===== src/rtl/wdog_pkg.sv =====
// constants for the window watchdog supply controller
// assumes a 50 MHz clock; all times become cycle counts here
package wdog_pkg;
   localparam int unsigned clk_hz = 50_000_000;
   // undervoltage filter, least time in ns
   localparam int unsigned uv_filter_ns = 2000;
   localparam int unsigned uv_filter_cycles = (uv_filter_ns * (clk_hz / 1_000_000) + 999) / 1000;
   // timing setting in nF of the equivalent delay capacitor
   localparam int unsigned timing_nf = 100;
   // coefficients in seconds per farad
   localparam int unsigned lower_coef = 130_000;
   localparam int unsigned upper_coef = 38_200;
   localparam int unsigned pulse_coef = 10_000;
   localparam int unsigned por_coef = 475_000;
   // cycles = coef * nf * 1e-9 * clk_hz = coef * nf / 20
   localparam int unsigned lower_cycles = lower_coef / 20 * timing_nf;
   localparam int unsigned upper_cycles = upper_coef / 20 * timing_nf;
   localparam int unsigned pulse_cycles = pulse_coef / 20 * timing_nf;
   localparam int unsigned por_cycles = por_coef / 20 * timing_nf;
   localparam int unsigned cnt_w = 32;
   localparam logic full_window_rst = 1'b1;
   typedef enum logic [2:0] {wd_normal, wd_slow, wd_fast, wd_high, wd_low} wd_class_t;
endpackage


===== src/rtl/heartbeat_if.sv =====
// carrier between the controller and its heartbeat classifier
// assumes one clock domain
interface heartbeat_if;
   logic in_window;
   wdog_pkg::wd_class_t cls;
   logic good_edge;
   modport meas (output in_window, output cls, output good_edge);
   modport ctrl (input in_window, input cls, input good_edge);
endinterface


===== src/rtl/heartbeat_meter.sv =====
// measures heartbeat falling-edge intervals and classifies them
// assumes heartbeat_s is already synchronised to clk
module heartbeat_meter #(
   parameter int unsigned min_cycles = wdog_pkg::upper_cycles,
   parameter int unsigned max_cycles = wdog_pkg::lower_cycles,
   parameter bit upper_check = 1'b1
) (
   // clock and reset
   input wire logic clk,
   input wire logic srst,
   // heartbeat
   input wire logic heartbeat_s,
   heartbeat_if.meas hb
);
   initial begin
      if (min_cycles >= max_cycles) $error("heartbeat window empty");
   end
   logic prev_q, prev_d;
   logic [31:0] cnt_q, cnt_d;
   wdog_pkg::wd_class_t cls_q, cls_d;
   logic good_q, good_d;
   logic fall;
   always_comb begin
      fall = prev_q & ~heartbeat_s;
      prev_d = heartbeat_s;
      cls_d = cls_q;
      good_d = 1'b0;
      cnt_d = (cnt_q == 32'hffffffff) ? cnt_q : cnt_q + 32'h1;
      if (fall) begin
         cnt_d = 32'h0;
         if (upper_check && cnt_q < 32'(min_cycles)) begin
            cls_d = wdog_pkg::wd_fast;
         end else if (cnt_q <= 32'(max_cycles)) begin
            cls_d = wdog_pkg::wd_normal;
            good_d = 1'b1;
         end else begin
            cls_d = wdog_pkg::wd_slow;
         end
      end else if (cnt_q > 32'(max_cycles)) begin
         // no edge in time: stuck level decides the class
         cls_d = heartbeat_s ? wdog_pkg::wd_high : wdog_pkg::wd_low;
      end
   end
   always_ff @(posedge clk) begin
      if (srst) begin
         prev_q <= 1'b0;
         cnt_q <= 32'h0;
         cls_q <= wdog_pkg::wd_low;
         good_q <= 1'b0;
      end else begin
         prev_q <= prev_d;
         cnt_q <= cnt_d;
         cls_q <= cls_d;
         good_q <= good_d;
      end
   end
   assign hb.cls = cls_q;
   assign hb.in_window = (cls_q == wdog_pkg::wd_normal);
   assign hb.good_edge = good_q;
endmodule


===== src/rtl/supply_control.sv =====
// window watchdog supply controller: output enable, sleep and reset
// assumes fault and regulation flags come from analog comparators
// Behaviour
// - reset when heartbeat interval leaves window
// - reset on watchdog, undervoltage or power-up
// - undervoltage counts only after 2 us
// - enable high keeps output on
// - enable low, heartbeat normal: output on
// - enable low, out of window: sleep
// - five heartbeat classes, non-normal violates
// - reset pulse train until good heartbeat
// - reset pulse width from timing setting
// - both window limits from one setting
// - option disables the upper frequency check
// - input overvoltage forces output off
// - over-temperature turns pass device off
// - timing measured on falling heartbeat edges
// - reset held until regulation and delay, then pulsed until window
module supply_control #(
   parameter int unsigned por_cycles = wdog_pkg::por_cycles,
   parameter int unsigned pulse_cycles = wdog_pkg::pulse_cycles,
   parameter int unsigned min_cycles = wdog_pkg::upper_cycles,
   parameter int unsigned max_cycles = wdog_pkg::lower_cycles,
   parameter bit upper_check = wdog_pkg::full_window_rst
) (
   // clock and reset
   input wire logic clk,
   input wire logic srst,
   // pins from the host
   input wire logic heartbeat_input,
   input wire logic enable,
   // analog condition flags
   input wire logic in_regulation,
   input wire logic overvoltage,
   input wire logic overtemp,
   // outputs
   output logic output_on,
   output logic sleep,
   output logic reset_n_out,
   output logic reset_n_oe
);
   initial begin
      if (pulse_cycles < 1 || por_cycles < 1) $error("counts must be positive");
   end
   // ----------------------------------------
   // input synchronisers
   // ----------------------------------------
   logic [4:0] s1_q, s2_q;
   always_ff @(posedge clk) begin
      if (srst) begin
         s1_q <= 5'h0;
         s2_q <= 5'h0;
      end else begin
         s1_q <= {heartbeat_input, enable, in_regulation, overvoltage, overtemp};
         s2_q <= s1_q;
      end
   end
   logic hb_s, en_s, reg_s, ov_s, ot_s;
   assign {hb_s, en_s, reg_s, ov_s, ot_s} = s2_q;
   heartbeat_if hb();
   heartbeat_meter #(
      .min_cycles(min_cycles),
      .max_cycles(max_cycles),
      .upper_check(upper_check)
   ) meter (
      .clk(clk),
      .srst(srst),
      .heartbeat_s(hb_s),
      .hb(hb)
   );
   // ----------------------------------------
   // undervoltage filter and power-up delay
   // ----------------------------------------
   logic [15:0] uv_cnt_q, uv_cnt_d;
   logic uv_q, uv_d;
   logic [31:0] por_cnt_q, por_cnt_d;
   logic por_busy;
   always_comb begin
      uv_cnt_d = 16'h0;
      uv_d = uv_q;
      if (!reg_s) begin
         uv_cnt_d = uv_cnt_q;
         if (uv_cnt_q < 16'(wdog_pkg::uv_filter_cycles)) begin
            uv_cnt_d = uv_cnt_q + 16'h1;
         end else begin
            uv_d = 1'b1;
         end
      end else if (por_cnt_q >= 32'(por_cycles)) begin
         uv_d = 1'b0;
      end
      por_cnt_d = por_cnt_q;
      if (uv_d && !reg_s) begin
         por_cnt_d = 32'h0;
      end else if (reg_s && por_cnt_q < 32'(por_cycles)) begin
         por_cnt_d = por_cnt_q + 32'h1;
      end
   end
   assign por_busy = (por_cnt_q < 32'(por_cycles));
   always_ff @(posedge clk) begin
      if (srst) begin
         uv_cnt_q <= 16'h0;
         uv_q <= 1'b0;
         por_cnt_q <= 32'h0;
      end else begin
         uv_cnt_q <= uv_cnt_d;
         uv_q <= uv_d;
         por_cnt_q <= por_cnt_d;
      end
   end
   // ----------------------------------------
   // watchdog reset pulse train
   // ----------------------------------------
   logic [31:0] pcnt_q, pcnt_d;
   logic phase_q, phase_d;
   logic viol;
   assign viol = !hb.in_window;
   always_comb begin
      pcnt_d = pcnt_q;
      phase_d = phase_q;
      if (!viol || por_busy) begin
         // start one step early so the first asserted half is full width
         pcnt_d = 32'hffffffff;
         phase_d = 1'b0;
      end else if (pcnt_q + 32'h1 >= 32'(pulse_cycles)) begin
         // equal low and high halves, width set by timing
         pcnt_d = 32'h0;
         phase_d = ~phase_q;
      end else begin
         pcnt_d = pcnt_q + 32'h1;
      end
   end
   always_ff @(posedge clk) begin
      if (srst) begin
         pcnt_q <= 32'h0;
         phase_q <= 1'b0;
         output_on <= 1'b0;
         sleep <= 1'b0;
         reset_n_oe <= 1'b1;
      end else begin
         pcnt_q <= pcnt_d;
         phase_q <= phase_d;
         // faults override enable and heartbeat
         output_on <= !ov_s && !ot_s && (en_s || !viol);
         sleep <= !en_s && viol;
         // open drain: drive low during undervoltage or power-up delay, and in alternate halves of a watchdog violation
         reset_n_oe <= uv_q || por_busy || (viol && !phase_d);
      end
   end
   assign reset_n_out = 1'b0;
endmodule


===== config.mk =====
export PLATFORM = sky130hd
export DESIGN_NAME = supply_control
export DESIGN_NICKNAME = d
export VERILOG_FILES = /design/src/rtl/wdog_pkg.sv /design/src/rtl/heartbeat_if.sv /design/src/rtl/heartbeat_meter.sv /design/src/rtl/supply_control.sv
export SDC_FILE = /design/constraint.sdc
export NUM_CORES = 1
export LEC_CHECK = 0
export BUFFER_PORTS_ARGS = -buffer_cell sky130_fd_sc_hd__buf_2
export CELL_PAD_IN_SITES_DETAIL_PLACEMENT = 0
export CELL_PAD_IN_SITES_GLOBAL_PLACEMENT = 1
export CORE_MARGIN = 1
export CORE_UTILIZATION = 52
export CTS_BUF_LIST = sky130_fd_sc_hd__clkbuf_16
export DETAILED_ROUTE_END_ITERATION = 10
export GPL_TIMING_DRIVEN = 1
export HOLD_SLACK_MARGIN = 0.06
export PLACE_DENSITY = 0.95
export SLEW_MARGIN = 20
export SYNTH_ARGS = -nofsm -noshare
export SYNTH_HDL_FRONTEND = slang
export SYNTH_SLANG_ARGS = --single-unit

===== constraint.sdc =====
create_clock -name clk -period 4.52 [get_ports clk]
set_input_delay 0.226 -clock clk [delete_from_list [all_inputs] [get_ports clk]]
set_output_delay 0.226 -clock clk [all_outputs]
set_load 0.005 [all_outputs]

* Yosys cells after proc, flatten, opt, wreduce, memory -nomap -nowiden
Cells that the tools add are included.
** Storage, ports and cells
- Logic and storage cells :: 61
- Output and inout bits :: 4
- Register bits after elaboration :: 131
- Bits of input ports :: 7
** Operators by class
- Add/sub/neg operators :: 4
- Bitwise operators :: 3
- Multiplexer cells :: 12
- Equal/unequal tests :: 1
- Magnitude comparators :: 7
- Reductions and logical operators :: 21
** Operators with widths (number)
- $add 32x1->32 const B :: 3
- $mux 32 :: 2
- $eq 32x32->1 const B :: 1
- $ge 32x16->1 const B :: 1
- $ge 32x22->1 const B :: 1
- $gt 32x20->1 const B :: 1
- $le 32x20->1 const B :: 1
- $lt 32x18->1 const B :: 1
- $lt 32x22->1 const B :: 1
- $add 16x1->16 const B :: 1
- $lt 16x7->1 const B :: 1
- $mux 3 :: 4
- $logic_and 1x1->1 :: 6
- $logic_not 1->1 :: 6
- $mux 1 :: 6
- $reduce_or 2->1 :: 3
- $logic_or 1x1->1 :: 4
- $logic_not 3->1 :: 1
- $not 1->1 :: 2
- $reduce_bool 2->1 :: 1
- $and 1x1->1 :: 1

* Depth between registers and ports, before layout
- Depth in word-level cells :: 7
- Mapped depth :: 10
- Depth with buffers taken out :: 8

* Hierarchy
Synthesis repeated with hierarchy kept, for this count alone.
** Second synthesis, totals
- Cells, all modules :: 715
- Area total of the unflattened synthesis :: 6333.6 µm²
** Modules (own cells, without submodules)
- supply_control :: cells each 476, times used 1, sequential area each 1901.8 µm², area each 4225.3 µm²
- heartbeat_meter :: cells each 239, times used 1, sequential area each 740.7 µm², area each 2108.3 µm²

* Worst setup path after synthesis
OpenSTA, ideal clock, no wires.
- Path type :: flip-flop to flip-flop
- Start :: reg pcnt_q[0]
- End :: reg pcnt_q[10]
- Cell stages (with the launch flop) :: 10
- Library setup time :: 0.085 ns
- Period minus slack after synthesis :: 2.510 ns
- Buffers on the path :: 1
- Slack :: 2.010 ns
- Data required time :: 4.435 ns
- Arrival :: 2.425 ns
- Cell sequence :: dfxtp_1 -> ha_1 -> nand4_2 -> or3_4 -> nor4b_1 -> o211ai_1 -> a2111oi_4 -> nand4_4 -> buf_6 -> o31ai_2
** On the way
- Longest elaborated chain between the ends :: 4
** RTL lines
- start, declared :: line supply_control.sv:113 : logic [31:0] pcnt_q, pcnt_d;
- start signal, assigned :: line supply_control.sv:140 : pcnt_q <= pcnt_d;
- $add 32x1->32 (*) :: line supply_control.sv:124, supply_control.sv:129
- $ge 32x16->1 :: line supply_control.sv:124 : end else if (pcnt_q + 32'h1 >= 32'(pulse_cycles)) begin
- $mux 32 (*) :: line supply_control.sv:124
- $mux 32 (*) :: line supply_control.sv:120 : if (!viol || por_busy) begin
Every way passes the cells marked *; elsewhere a longest branch is shown, timed or not.
A chain may end at the register's enable or synchronous reset.

* Final worst setup path
- Start :: reg pcnt_q[0]
- End :: reg pcnt_q[7]
The elaborated chain is that of the path after synthesis.

==> summary.md <==
| Metric | Value |
|---|---|
| Count of different cell masters after synthesis | `60` |
| Reg power frac | `0.426` |
| Gate power share | `0.036` |
| Syn_area_per_cell | `8.57 um^2` |
| Largest family of logic cells by synthesized area | `simple AND/OR/NAND/NOR gates` |
| # rows | `39` |
| RSZ-0062 raised after global routing | `false` |
| Clock power share | `0.538` |
| Worst setup EP type | `flip-flop` |
| Final-report setup violation count | `0` |
| Setup TNS | `0 ns` |
| VDD IR max | `396 uV` |
| Yosys top cell area share | `0.432` |
| Req. time, crit path | `4.85 ns` |
| Chip width | `110 um` |
| Synth Instances | `709` |
| Hold endpoint | `s1_q[0]` |
| Psw | `599 uW` |
| Share of cells above drive strength 1 | `0.0917` |
| Area Growth Syn to Fin | `13.0%` |
| Pwr dens | `415 nW/um^2` |
| Fin nets | `720` |
| Final Skew | `0.00580 ns` |
| Syn_nets | `721` |
| FF-to-FF End | `pcnt_q[7]` |
| Diode count | `0` |
| Adder-Cell Fraction of Synth Area | `0.0103` |
| Maximum fanout along the worst path | `17` |
| Vias in the first global route | `4625` |
| Clock sink count | `131` |
| Flop2flop setup slack | `1.51 ns` |
| Critical path type | `reg -> reg` |
| CP max-delay cell | `or3_4` |
| CTS tree | `built` |
| Drt pass-1 iters | `5` |
| Least-Margin Pin Slew | `0.922 ns` |
| Synthesis-stage register bit count | `131` |
| Worst Hold Class | `in -> reg` |
| Maximum achievable frequency | `333 MHz` |
| Hold path depth | `2` |
| Post-synthesis sequential area ratio | `0.432` |
| # resized after CTS | `0` |
| Die area | `12100 um^2` |
| Worst reg2reg path startpoint | `pcnt_q[0]` |
| Via density | `5.67` |
| DRC | `0` |
| Die Ht | `110 um` |
| Initial Utilization | `0.532` |
| Xor and xnor area share after synthesis | `0.0923` |
| I/O pins | `11` |
| Fin. Hold Viols | `0` |
| Vias post-DR | `4891` |
| Port bufs | `9` |
| Largest net degree at the start of global routing | `42` |
| Arrival time at the worst endpoint | `3.33 ns` |
| Relative slew slack | `0.382` |
| Global-route wire length before repair | `20.2 mm` |
| Synth Flop Type | `dfxtp_1` |
| Synth Area in Compound Gates | `0.109` |
| Final wirelength | `11.9 mm` |
| Post-synthesis mux area share | `0.0103` |
| Max-Cap Viols | `0` |
| CP peak stage delay | `0.43 ns` |
| Minimum clock period after layout | `3.01 ns` |
| Family with the most delay on the worst path | `simple AND/OR/NAND/NOR gates` |
| Crit path cell chain | `ha_1 > nand4_2 > or3_4 > nor4b_1 > o211ai_1 > a2111oi_4 > nand4_4 > o31ai_1` |
| Synth area leader | `dfxtp_1` |
| Initial antenna violation count | `0` |
| Startpoint Class | `flip-flop` |
| Worst path bufs/invs | `0` |
| EDFF count, synth | `0` |
| Leak Pwr | `2.45 nW` |
| Clk root buf | `clkbuf_16` |
| GR Overflow Total | `0` |
| Top post-synthesis cells by area | `dfxtp_1 (43%), nor2_1 (5.4%), xor2_1 (4.8%), xnor2_1 (4.5%), nand4_1 (3.4%)` |
| Reg2reg path depth | `8` |
| Core area | `11400 um^2` |
| Later-pin clock latency in the skew report | `0.42 ns` |
| Final GP Congestion | `0.844` |
| Post-synth ARST share | `0` |
| Starting DRT DRC Count | `337` |
| Hold Crit Start | `overtemp` |
| Routed Antenna Nets | `0` |
| Detailed placement HPWL | `7.98 mm` |
| Hold_ws | `0.0717 ns` |
| Switch share | `0.210` |
| Cell Area, Synth | `6080 um^2` |
| DR WL/cell | `13.8 um` |
| Fin. max-slew vios | `0` |
| Post-Synth Simple-Gate Area | `0.305` |
| Warnings, synthesis | `0` |
| Final Cycle Share | `0.665` |
| Total global-route track usage | `0.215` |
| Max clock buf depth | `2` |
| Status | `finished clean` |
| H-tree depth | `4` |
| TritonCTS Buffers | `17` |
| Internal power | `2.25 mW` |
| CTS clk-pin slew, worst paths | `0.06 ns` |
## power groups by stage
| stage | sequential [mW] | combinational (mW) | clock, mW |
|---|---|---|---|
| 5_1_grt | 1.22 | 0.116 | 1.61 |
| 6_report | 1.22 | 0.101 | 1.53 |
| 3_3_place_gp | 1.24 | 0.0955 | 0 |
| 4_1_cts | 1.21 | 0.102 | 1.56 |
| 3_5_place_dp | 1.24 | 0.0991 | 0 |
| 2_1_floorplan | 1.23 | 0.0887 | 0 |
## cells in the mapped netlist, drive strengths merged, types with 13 or more instances
library cell	n
o31ai	15
nor4	22
dfxtp	131
clkbuf	23
nor3	27
or3	16
nand3	37
xnor2	31
inv	29
and3	13
a21oi	19
nand4	36
nor2	88
nand2	45
xor2	33
o21ai	20
and2	23
## per-stage QoR
stage	util	worst slack (ns)	std cells	power [mW]	area, um^2
6_report	0.601	1.51	863	2.85	6870
5_1_grt	0.601	1.35	863	2.94	6870
4_1_cts	0.601	1.57	863	2.88	6860
3_5_place_dp	0.540	1.59	828	1.34	6160
3_3_place_gp	0.540	1.76	828	1.33	6160
2_1_floorplan	-	2.01	709	1.31	6080
## registers in the layout (all words and copies together) (netlist names), 3 cells and up
name	flops
meter.cnt_q	32
meter.hb.cls	3
pcnt_q	32
por_cnt_q	32
s1_q	5
s2_q	5
uv_cnt_q	16
## how the worst max path moves through the flow
stage                       endpoint  depth (start not counted)      start  slack (ns)
after global routing       pcnt_q[7]                          8  pcnt_q[0]        1.35
final                      pcnt_q[7]                          8  pcnt_q[0]        1.51
after CTS                  pcnt_q[2]                          8  pcnt_q[0]        1.57
after global placement     pcnt_q[4]                          8  pcnt_q[0]        1.76
after floorplan           pcnt_q[10]                          9  pcnt_q[0]        2.01
after detailed placement   pcnt_q[7]                          8  pcnt_q[0]        1.59
## routing by layer
layer | global-route usage | up-vias | wire length, um
met5 | 0 | - | 0
met2 | 0.355 | 77 | 5750
li1 | - | 2492 | -
met3 | 0.0688 | 11 | 471
met1 | 0.255 | 2311 | 5530
met4 | 0.0968 | 0 | 153
## cell type report
type                            count  area (um^2)
Tap cell                          143          179
Fill cell                        1010         4550
Clock buffer                       17          425
Timing Repair Buffer               13         85.1
Clock inverter                     14          235
Sequential cell                   131         2620
Multi-Input combinational cell    516         3210
Inverter                           29          109
## cells by family after synthesis
group,count (synthesis)
buf+inv,62
simple gates,349
compound gates,91
xor+xnor,64
mux,6
other cells,1
fa+ha+maj,5
flops,131
## layout by cell type (no fill, tap or decap), drive strengths merged, types with 3 or more instances in the layout
| cell | instances |
|---|---|
| dfxtp | 131 |
| nor2 | 88 |
| nand2 | 45 |
| nand3 | 37 |
| nand4 | 36 |
| xor2 | 33 |
| xnor2 | 31 |
| inv | 30 |
| nor3 | 27 |
| and2 | 23 |
| nor4 | 22 |
| o21ai | 20 |
| a21oi | 19 |
| clkbuf | 17 |
| or3 | 16 |
| o31ai | 15 |
| and3 | 13 |
| nor2b | 12 |
| buf | 9 |
| and4 | 7 |
| nand2b | 7 |
| a31oi | 6 |
| bufinv | 6 |
| or2 | 5 |
| ha | 5 |
| a211oi | 4 |
| mux2i | 4 |
| o21bai | 4 |
| o211ai | 4 |
| o21a | 4 |
| or4 | 4 |
| dlygate4sd3 | 4 |
| clkinv | 4 |
| clkinvlp | 3 |
| a2111oi | 3 |
## timing repair
item | 4_1_cts | 5_1_grt
buffers inserted | 0 | 0
hold endpoints to repair | 4 | 0
hold buffers | 4 | 0
No activity file was read; power rests on OpenSTA's default activity.
